### src/inc/keg_pair_pkg.sv
/*
 * constants for the keg tag pairing controller: tag page numbers,
 * default hold, timeout and blink timings, reset values.
 * assumes a 100 MHz system clock.
 */
package keg_pair_pkg;
	localparam int clk_mhz = 100;
	localparam logic [7:0] page_uid_lo = 8'h00;
	localparam logic [7:0] page_uid_hi = 8'h01;
	localparam logic [7:0] page_spec_lo = 8'h02;
	localparam logic [7:0] page_spec_hi = 8'h03;
	localparam logic [7:0] page_user_lo = 8'h04;
	localparam logic [7:0] page_user_hi = 8'h05;
	localparam int user_bits = 64;
	localparam int word_bits = 32;
	localparam int blink_count = 2;
	localparam int hold_ms = 2000;
	localparam int timeout_ms = 30000;
	localparam int blink_ms = 250;
	localparam int hold_cycles = hold_ms * 1000 * clk_mhz;
	// unsigned: the default count does not fit a signed 32-bit value
	localparam int unsigned timeout_cycles =
		unsigned'(timeout_ms) * 1000 * clk_mhz;
	localparam int blink_cycles = blink_ms * 1000 * clk_mhz;
	localparam logic [63:0] store_rst = 64'h0;
	typedef enum logic [2:0] {
		st_idle, st_pair, st_rd_lo, st_rd_hi, st_blink, st_quiet
	} state_t;
endpackage

### src/verilog/keg_tag_pairing_control.sv
/*
 * pairing controller: button hold detection, led indication and a
 * two-page user value fetch from a tag via a reader ic.
 * assumes button, battery flag and reader answers synchronous to clk;
 * the reader answers each page request with rd_done and rd_ok.
 */
`timescale 1ns/100ps
// Function
// - the user value is fetched as page four then page five, 32 bits each.
// - pages zero and one hold the tag identifier and never enter the store.
// - pages two and three are never requested for pairing.
// - there are primary and secondary stores; a good primary read clears sec_valid_r.
// - a primary read starts only after a hold long enough to light the led.
// - a good read flashes the led twice, or not at all with low battery, and then leaves it off.
// - a second full hold in the pairing state, reached again after a failed read, sends the next read to the secondary store.
// - in the pairing state the reader is enabled and the led is steadily on.
// - on timeout the led goes off, stores are kept and the prior state returns.
// - with low battery the led stays off during pairing.
module keg_tag_pairing_control #(
	parameter int hold_cyc = keg_pair_pkg::hold_cycles,
	parameter int unsigned timeout_cyc = keg_pair_pkg::timeout_cycles,
	parameter int blink_cyc = keg_pair_pkg::blink_cycles
) (
	input wire logic clk, // system clock
	input wire logic srst, // sync reset, high
	input wire logic button, // pairing button, high when pressed
	input wire logic batt_low, // battery below usable level
	input wire logic rd_done, // reader finished page request
	input wire logic rd_ok, // reader page data valid
	input wire logic [31:0] rd_data, // reader page word
	output logic rd_en_r, // reader powered
	output logic rd_req_r, // page request pulse
	output logic [7:0] rd_page_r, // requested page
	output logic led_r, // red led
	output logic [63:0] prim_r, // primary tag value
	output logic [63:0] sec_r, // secondary tag value
	output logic sec_valid_r, // secondary stacked entry held
	output logic paired_r // a tag was paired since reset
);
	keg_pair_pkg::state_t st_r, st_nxt;
	logic [31:0] cnt_r, cnt_nxt, tmo_r, tmo_nxt;
	logic [31:0] lo_r, lo_nxt;
	logic [2:0] ph_r, ph_nxt;
	logic to_sec_r, to_sec_nxt, armed_r, armed_nxt;
	logic rd_en_nxt, rd_req_nxt, led_nxt, sec_valid_nxt, paired_nxt;
	logic [7:0] rd_page_nxt;
	logic [63:0] prim_nxt, sec_nxt;

	always_comb begin
		st_nxt = st_r;
		cnt_nxt = cnt_r;
		tmo_nxt = tmo_r;
		lo_nxt = lo_r;
		ph_nxt = ph_r;
		to_sec_nxt = to_sec_r;
		armed_nxt = armed_r;
		rd_en_nxt = rd_en_r;
		rd_req_nxt = 1'b0;
		rd_page_nxt = rd_page_r;
		led_nxt = led_r;
		prim_nxt = prim_r;
		sec_nxt = sec_r;
		sec_valid_nxt = sec_valid_r;
		paired_nxt = paired_r;
		case (st_r)
			keg_pair_pkg::st_idle: begin
				led_nxt = 1'b0;
				rd_en_nxt = 1'b0;
				if (!button) begin
					cnt_nxt = 32'h0;
				end else if (cnt_r >= 32'(hold_cyc - 1)) begin
					st_nxt = keg_pair_pkg::st_pair;
					to_sec_nxt = 1'b0;
					armed_nxt = 1'b0;
					tmo_nxt = 32'h0;
					cnt_nxt = 32'h0;
					rd_en_nxt = 1'b1;
					led_nxt = !batt_low;
				end else begin
					cnt_nxt = cnt_r + 32'h1;
				end
			end
			keg_pair_pkg::st_pair: begin
				rd_en_nxt = 1'b1;
				led_nxt = !batt_low;
				tmo_nxt = tmo_r + 32'h1;
				if (!button) begin
					cnt_nxt = 32'h0;
					armed_nxt = 1'b1;
				end else if (armed_r && !to_sec_r) begin
					if (cnt_r >= 32'(hold_cyc - 1)) begin
						to_sec_nxt = 1'b1;
						tmo_nxt = 32'h0;
					end else begin
						cnt_nxt = cnt_r + 32'h1;
					end
				end
				if (!button) begin
					st_nxt = keg_pair_pkg::st_rd_lo;
					rd_req_nxt = 1'b1;
					rd_page_nxt = keg_pair_pkg::page_user_lo;
				end
			end
			keg_pair_pkg::st_rd_lo: begin
				tmo_nxt = tmo_r + 32'h1;
				led_nxt = !batt_low;
				if (rd_done && rd_ok) begin
					lo_nxt = rd_data;
					st_nxt = keg_pair_pkg::st_rd_hi;
					rd_req_nxt = 1'b1;
					rd_page_nxt = keg_pair_pkg::page_user_hi;
				end else if (rd_done) begin
					st_nxt = keg_pair_pkg::st_pair;
				end
			end
			keg_pair_pkg::st_rd_hi: begin
				tmo_nxt = tmo_r + 32'h1;
				led_nxt = !batt_low;
				if (rd_done && rd_ok) begin
					if (to_sec_r) begin
						sec_nxt = {rd_data, lo_r};
						sec_valid_nxt = 1'b1;
					end else begin
						prim_nxt = {rd_data, lo_r};
						sec_valid_nxt = 1'b0;
					end
					paired_nxt = 1'b1;
					rd_en_nxt = 1'b0;
					led_nxt = 1'b0;
					ph_nxt = 3'h0;
					cnt_nxt = 32'h0;
					st_nxt = keg_pair_pkg::st_blink;
				end else if (rd_done) begin
					st_nxt = keg_pair_pkg::st_pair;
				end
			end
			keg_pair_pkg::st_blink: begin
				if (cnt_r >= 32'(blink_cyc - 1)) begin
					cnt_nxt = 32'h0;
					ph_nxt = ph_r + 3'h1;
					if (ph_r == 3'(2 * keg_pair_pkg::blink_count - 1)) begin
						st_nxt = keg_pair_pkg::st_quiet;
						led_nxt = 1'b0;
					end else begin
						led_nxt = !ph_r[0] && !batt_low;
					end
				end else begin
					cnt_nxt = cnt_r + 32'h1;
				end
			end
			default: begin
				led_nxt = 1'b0;
				cnt_nxt = 32'h0;
				if (!button) begin
					st_nxt = keg_pair_pkg::st_idle;
				end
			end
		endcase
		// timeout also cuts a read in flight; a completed value still wins
		if (tmo_r >= 32'(timeout_cyc - 1)
			&& (st_r == keg_pair_pkg::st_pair
			|| st_r == keg_pair_pkg::st_rd_lo
			|| (st_r == keg_pair_pkg::st_rd_hi
			&& !(rd_done && rd_ok)))) begin
			st_nxt = keg_pair_pkg::st_idle;
			led_nxt = 1'b0;
			rd_en_nxt = 1'b0;
			rd_req_nxt = 1'b0;
			cnt_nxt = 32'h0;
		end
	end

	always_ff @(posedge clk) begin
		if (srst) begin
			st_r <= keg_pair_pkg::st_idle;
			cnt_r <= 32'h0;
			tmo_r <= 32'h0;
			lo_r <= 32'h0;
			ph_r <= 3'h0;
			to_sec_r <= 1'b0;
			armed_r <= 1'b0;
			rd_en_r <= 1'b0;
			rd_req_r <= 1'b0;
			rd_page_r <= 8'h00;
			led_r <= 1'b0;
			prim_r <= keg_pair_pkg::store_rst;
			sec_r <= keg_pair_pkg::store_rst;
			sec_valid_r <= 1'b0;
			paired_r <= 1'b0;
		end else begin
			st_r <= st_nxt;
			cnt_r <= cnt_nxt;
			tmo_r <= tmo_nxt;
			lo_r <= lo_nxt;
			ph_r <= ph_nxt;
			to_sec_r <= to_sec_nxt;
			armed_r <= armed_nxt;
			rd_en_r <= rd_en_nxt;
			rd_req_r <= rd_req_nxt;
			rd_page_r <= rd_page_nxt;
			led_r <= led_nxt;
			prim_r <= prim_nxt;
			sec_r <= sec_nxt;
			sec_valid_r <= sec_valid_nxt;
			paired_r <= paired_nxt;
		end
	end

	property p_page_order;
		@(posedge clk) disable iff (srst)
		rd_req_r |-> (rd_page_r == keg_pair_pkg::page_user_lo
		|| rd_page_r == keg_pair_pkg::page_user_hi);
	endproperty
	a_page_order: assert property (p_page_order)
		else $error("page outside user area requested");

	property p_hi_after_lo;
		@(posedge clk) disable iff (srst)
		(rd_req_r && rd_page_r == keg_pair_pkg::page_user_hi) |->
		$past(st_r) == keg_pair_pkg::st_rd_lo;
	endproperty
	a_hi_after_lo: assert property (p_hi_after_lo)
		else $error("page five not preceded by page four");

	property p_pair_led;
		@(posedge clk) disable iff (srst)
		(st_r == keg_pair_pkg::st_pair && $past(st_r) ==
		keg_pair_pkg::st_pair) |-> rd_en_r && (led_r == !$past(batt_low));
	endproperty
	a_pair_led: assert property (p_pair_led)
		else $error("pairing state without reader or steady led");

	property p_low_batt;
		@(posedge clk) disable iff (srst)
		($past(batt_low) && st_r != keg_pair_pkg::st_blink) |-> !led_r;
	endproperty
	a_low_batt: assert property (p_low_batt)
		else $error("led lit with low battery");

	property p_blink_end;
		@(posedge clk) disable iff (srst)
		(st_r == keg_pair_pkg::st_quiet) |-> !led_r;
	endproperty
	a_blink_end: assert property (p_blink_end)
		else $error("led not off after blinks");

	property p_sec_keep;
		@(posedge clk) disable iff (srst)
		(st_r == keg_pair_pkg::st_rd_hi && rd_done && rd_ok && to_sec_r)
		|=> prim_r == $past(prim_r) && sec_valid_r;
	endproperty
	a_sec_keep: assert property (p_sec_keep)
		else $error("secondary read disturbed primary store");

	property p_timeout;
		@(posedge clk) disable iff (srst)
		(tmo_r >= 32'(timeout_cyc - 1)
		&& (st_r == keg_pair_pkg::st_pair
		|| st_r == keg_pair_pkg::st_rd_lo
		|| (st_r == keg_pair_pkg::st_rd_hi && !(rd_done && rd_ok))))
		|=> st_r == keg_pair_pkg::st_idle && !led_r
		&& prim_r == $past(prim_r) && sec_r == $past(sec_r);
	endproperty
	a_timeout: assert property (p_timeout)
		else $error("timeout did not restore idle");

	property p_enter_pair;
		@(posedge clk) disable iff (srst)
		(st_r == keg_pair_pkg::st_pair && $past(st_r) ==
		keg_pair_pkg::st_idle) |-> $past(button) &&
		$past(cnt_r) >= 32'(hold_cyc - 1);
	endproperty
	a_enter_pair: assert property (p_enter_pair)
		else $error("pairing entered without full hold");
endmodule

### config.mk
export PLATFORM = sky130hd
export DESIGN_NAME = keg_tag_pairing_control
export DESIGN_NICKNAME = d
export VERILOG_FILES = /design/src/inc/keg_pair_pkg.sv /design/src/verilog/keg_tag_pairing_control.sv
export SDC_FILE = /design/constraint.sdc
export NUM_CORES = 1
export LEC_CHECK = 0
export BUFFER_PORTS_ARGS = -buffer_cell sky130_fd_sc_hd__buf_4
export CAP_MARGIN = 15
export CORE_ASPECT_RATIO = 1.1
export CORE_MARGIN = 1.5
export CORE_UTILIZATION = 25
export DETAILED_ROUTE_END_ITERATION = 12
export MAX_ROUTING_LAYER = met4
export PLACE_DENSITY = 0.46
export SLEW_MARGIN = 15
export SYNTH_ARGS = -nofsm -noshare
export SYNTH_HDL_FRONTEND = slang
export SYNTH_SLANG_ARGS = --single-unit
### constraint.sdc
create_clock -name clk -period 3.4 [get_ports clk]
set_clock_uncertainty 0.15 [all_clocks]
set_input_delay 0.17 -clock clk [delete_from_list [all_inputs] [get_ports clk]]
set_output_delay 0.17 -clock clk [all_outputs]
set_load 0.01 [all_outputs]
After elaboration in Yosys (flattened, before gate mapping)
Cells that the tools add are included.

Flip-flop bits (word level): 245. Input bits: 38. Logic and storage cells: 125.

Add/sub/neg operators: 3. Order comparisons: 3. Eq/ne operators: 18. Multiplexer cells: 52. Bitwise operators: 2. Reduce and logical (&&, ||, !) cells: 32.

Operators with widths (number): 32-bit two-way mux (12); 32-bit one-hot mux with 5 select lines (1); 32-bit one-hot mux with 3 select lines (1); 32-bit by 1-bit adder with 32-bit output, second input constant (2); 3-bit two-way mux (11); 32-bit by 25-bit greater-or-equal comparator with 1-bit output, second input constant (1); 32-bit by 28-bit greater-or-equal comparator with 1-bit output, second input constant (1); 32-bit greater-or-equal comparator, second input constant (1); 2-bit inequality test, second input constant (10); 1-bit two-way mux (17); 8-bit two-way mux (2); 8-bit one-hot mux with 2 select lines (1); 3-bit one-hot mux with 5 select lines (1); 3-bit AND reduction (5); 6-bit AND reduction (2); 3-bit by 2-bit == test with 1-bit output, second input constant (3); 4-bit AND reduction (2); 3-bit inequality test, second input constant (2); 1-bit one-hot mux with 2 select lines (3); 3-bit one-hot mux with 2 select lines (1); 2-bit AND reduction (3); 2-bit nonzero test (3); 3-bit nonzero test (2); 2-bit OR reduction (3); other kinds (11) (20).

Logic depth before layout (Yosys ltp)
Depth in word-level cells: 6. Depth in mapped cells: 9.

Least setup slack after synthesis
OpenSTA, ideal clock, no wires.

Path type: register to register. Start point: register cnt_r[31]. End point: register cnt_r[5]. Arrival: 2.097 ns. Slack: 1.039 ns. Stages on the path, launching flop included: 9. Period minus slack after synthesis: 2.361 ns. Cell sequence: dfxtp_1 or4_4 nor4_4 o311ai_1 a311o_1 buf_2 nand4_1 xor2_1 nor2_1.

Word-level cells in the longest chain between the ends: 4.

Ends and longest elaborated chain: start, declared (RTL line keg_tag_pairing_control.sv:41) `logic [31:0] cnt_r, cnt_nxt, tmo_r, tmo_nxt;`; start signal, assigned (RTL line keg_tag_pairing_control.sv:192) `cnt_r <= cnt_nxt;`; 32-bit by 28-bit greater-or-equal comparator with 1-bit output (RTL line keg_tag_pairing_control.sv:71, keg_tag_pairing_control.sv:91); 32-bit two-way mux (RTL line keg_tag_pairing_control.sv:71) `end else if (cnt_r >= 32'(hold_cyc - 1)) begin`; 32-bit two-way mux (RTL line keg_tag_pairing_control.sv:69) `if (!button) begin`; 32-bit one-hot mux with 5 select lines (RTL line keg_tag_pairing_control.sv:65) `case (st_r)`.

Several ways; a longest one is shown, not always the timed one. A chain may end at the register's enable or synchronous reset.

Worst setup path in the final report
Start point: register cnt_r[0]. End point: register cnt_r[15].

Word-level cells in the longest chain between the ends: 5.

Ends and longest elaborated chain: 32-bit by 1-bit adder with 32-bit output (RTL line keg_tag_pairing_control.sv:80, keg_tag_pairing_control.sv:95, keg_tag_pairing_control.sv:148); 32-bit two-way mux (RTL line keg_tag_pairing_control.sv:91) `if (cnt_r >= 32'(hold_cyc - 1)) begin`; 32-bit two-way mux (RTL line keg_tag_pairing_control.sv:90) `end else if (armed_r && !to_sec_r) begin`; 32-bit two-way mux (RTL line keg_tag_pairing_control.sv:87) `if (!button) begin`; 32-bit one-hot mux with 5 select lines (RTL line keg_tag_pairing_control.sv:65).

Several ways; a longest one is shown, not always the timed one. The select of a mux whose other input is x is not followed.

==> flow_metrics.env <==
export IMPL_grt_max_degree=122
export IMPL_hold_viol_final=0
export IMPL_grt_overflow_total=0
export IMPL_cts_sinks=239
export IMPL_ff2ff_path_depth=8
export IMPL_hold_path_startpoint="batt_low"
export IMPL_dr_pass1_iters=4
export IMPL_cp_startpoint="cnt_r[0]"
export IMPL_cp_arrival_ns=3.16
export IMPL_final_setup_worst_slack_ns=0.577
export IMPL_grt_pass1_wl_mm=45.9
export IMPL_dp_cells=1773
export IMPL_yosysWarnings=0
export IMPL_required_ns=3.74
export IMPL_core_area_sq_um=37000
export IMPL_wl_mm=29.0
export IMPL_slowest_stage="a311o_1"
export IMPL_use_met1=0.191
export IMPL_rows=74
export IMPL_syn_area_sq_um=9360
export IMPL_final_util=0.338
export IMPL_rsz0062_at_grt="no"
export IMPL_fp_dieH_um=206
export IMPL_cp_num_cells=8
export IMPL_die_area_sq_um=38600
export IMPL_drc=0
export IMPL_dieWidth_um=187
export IMPL_yosysSeqAreaShare=0.511
export IMPL_fillCellCount=3959
export IMPL_vias_per_cell=4.56
export IMPL_cts_tree="built"
export IMPL_post_route_cells_drive_above_1_share=0.186
export IMPL_reg2reg_from="cnt_r[0]"
export IMPL_p_per_area_nw_per_um2=532
export IMPL_slowest_delay_ns=0.51
export IMPL_setup_violations=0
export IMPL_syn_inst=1161
export IMPL_post_dp_hpwl_mm=18.2
export IMPL_track_usage=0.152
export IMPL_yosysUniqueCellTypes=58
export IMPL_layoutNonFillerInstCount=1863
export IMPL_status="finished clean"
export IMPL_setup_tns_ns=0
export IMPL_grt_busiest_layer="met2"
export IMPL_n_antenna_cell=0
export IMPL_avgSynthCellArea_sq_um=8.06
export IMPL_hold_class="primary input to flip-flop"
export IMPL_clockBufferDepth=3
export IMPL_root_buffer="clkbuf_16"
export IMPL_vias=8499
export IMPL_port_buffers=172
export IMPL_power_leakage_uw=0.00468
export IMPL_pre_cts_ws_ns=0.581
export IMPL_cp_end_kind="flip-flop"
export IMPL_synth_seq_cells=239
export IMPL_finalCriticalPeriod_ns=2.82
export IMPL_worst_r2r_setup_slack_ns=0.58
export IMPL_drtIter0Drc=440
export IMPL_fin_nets=1389
export IMPL_final_cell_mix="nand2_1 (350), dfxtp_1 (239), a21oi_1 (182), buf_4 (182), nor2_1 (74)"
export IMPL_cts_max_level=1
export IMPL_clk_pin_slew_worst_paths_ns=0.06
export IMPL_max_freq_ghz=0.354
export IMPL_path_cells="ha_1 > nand2_1 > nor3_1 > o311ai_1 > a311o_1 > nand4_1 > or3_1 > a21oi_2"
export IMPL_met3_usage=0.0292
export IMPL_slew_limit_headroom=0.440
export IMPL_power_uw=6670
export IMPL_worst_slew_pin_slew_ns=0.840
export IMPL_synth_main_ff_cell="dfxtp_1"
export IMPL_post_cts_resized=0
export IMPL_use_met2=0.245
export IMPL_start_util=0.253
export IMPL_worstSetupEndpoint="cnt_r[15]"
export IMPL_drv_cap=0
export IMPL_cp_max_fo=9
export IMPL_final_common_cell="nand2_1"
export IMPL_synth_edf_count=0
export IMPL_cts_made_buffers=28
export IMPL_r2r_end="cnt_r[15]"
export IMPL_cp_top_family="compound AO/OA/AOI/OAI gates"
export IMPL_antenna_found_initial=0
export IMPL_io_pins=179
export IMPL_period_share=0.830
export IMPL_first_global_vias=8194
export IMPL_clock_latency_ns=0.55
export IMPL_syn2layout_area_growth_pct=33.8
export IMPL_ir_worst_vdd_mv=0.339
export IMPL_antenna_left=0
export IMPL_crit_type="flip-flop to flip-flop"
export IMPL_gp_congestion=0.811
export IMPL_avgRoutedWirePerCell_um=15.6
export IMPL_crit_buf_inv=0
export IMPL_synthArstFlopShare=0
export IMPL_worstSetupStartpointType="flip-flop"
export IMPL_slew_violations=0
## cells in the mapped netlist, types with 4 or more instances
cell type	count	area [sq um]
clkbuf_1	61	229
and3_1	19	119
o21ai_0	12	60.1
ha_1	4	50.1
xnor2_1	13	114
xor2_1	38	333
a31oi_1	5	31.3
nor2_1	75	282
nand2_1	351	1320
mux2i_1	4	40.0
nand4_1	18	113
or3_1	10	62.6
nor3_1	7	35.0
buf_2	6	30.0
dfxtp_1	239	4780
buf_4	6	45.0
a21oi_1	182	911
inv_1	8	30.0
and2_1	7	43.8
a41oi_1	5	43.8
nand2b_1	4	25.0
nand3_1	30	150
## worst reg2reg max path, delay by kind of cell (launching register included)
kind	cells	cell delay [ns]
AOI/OAI and AO/OA	3	1.09
and+or+nand+nor	4	0.98
DFF	1	0.33
adders and majority gates	1	0.23
## metal layers
layer | vias to the layer above | wire [um]
li1 | 4258 | -
met2 | 168 | 13600
met1 | 4023 | 13200
met3 | 50 | 1490
met4 | 0 | 748
met5 | - | 0
## where the power goes
group / leakage, uW / switching [uW] / internal (uW)
sequential: 0.00193 / 65.8 / 2860
combinational: 0.00227 / 390 / 234
clock: 0.000486 / 1210 / 1900
total: 0.00468 / 1670 / 5000
## timing repair
item,in CTS,in global routing
hold buffers,38,0
endpoints found under the hold margin,127,0
buffers inserted,0,0
## kinds of logic after synthesis
logic type | share of synthesized area
AO/OA/AOI/OAI | 0.144
XOR/XNOR | 0.0477
adder cells (fa/ha/maj) | 0.00535
buffers and inverters | 0.0393
flip-flops | 0.511
multiplexers | 0.00428
other | 0.000401
AND/OR/NAND/NOR | 0.248
## worst min-delay path by stage
| stage | endpoint | cells after the start |
|---|---|---|
| after floorplan | lo_r[0] | 2 |
| after global placement | prim_r[47] | 3 |
| after detailed placement | led_r | 3 |
| after CTS | prim_r[49] | 4 |
| after global routing | lo_r[11] | 4 |
| final | led_r | 4 |
## state kept, by name, indices dropped and copies added, names as in the netlist, 2 cells and up
signal / count
prim_r: 64
sec_r: 64
cnt_r: 32
lo_r: 32
tmo_r: 32
ph_r: 3
st_r: 3
rd_page_r: 2
## final cells by class
type | instances | area (sq um) | area share
flip-flops and latches | 239 | 4780 | 0.382
multi-input cells | 843 | 4240 | 0.339
inverters | 8 | 30.0 | 0.00240
repair buffers | 227 | 1880 | 0.150
well taps | 494 | 618 | 0.0493
clock inverters | 11 | 111 | 0.00889
clock buffers | 41 | 861 | 0.0687
## per-stage QoR
step,instance area [sq um],hold WS [ns]
after global routing,12500,0.282
after CTS,12500,0.250
after floorplan,9380,0.156
after detailed placement,11200,0.292
after global placement,11200,0.288
final,12500,0.284
(Power assumes the default switching activity.)
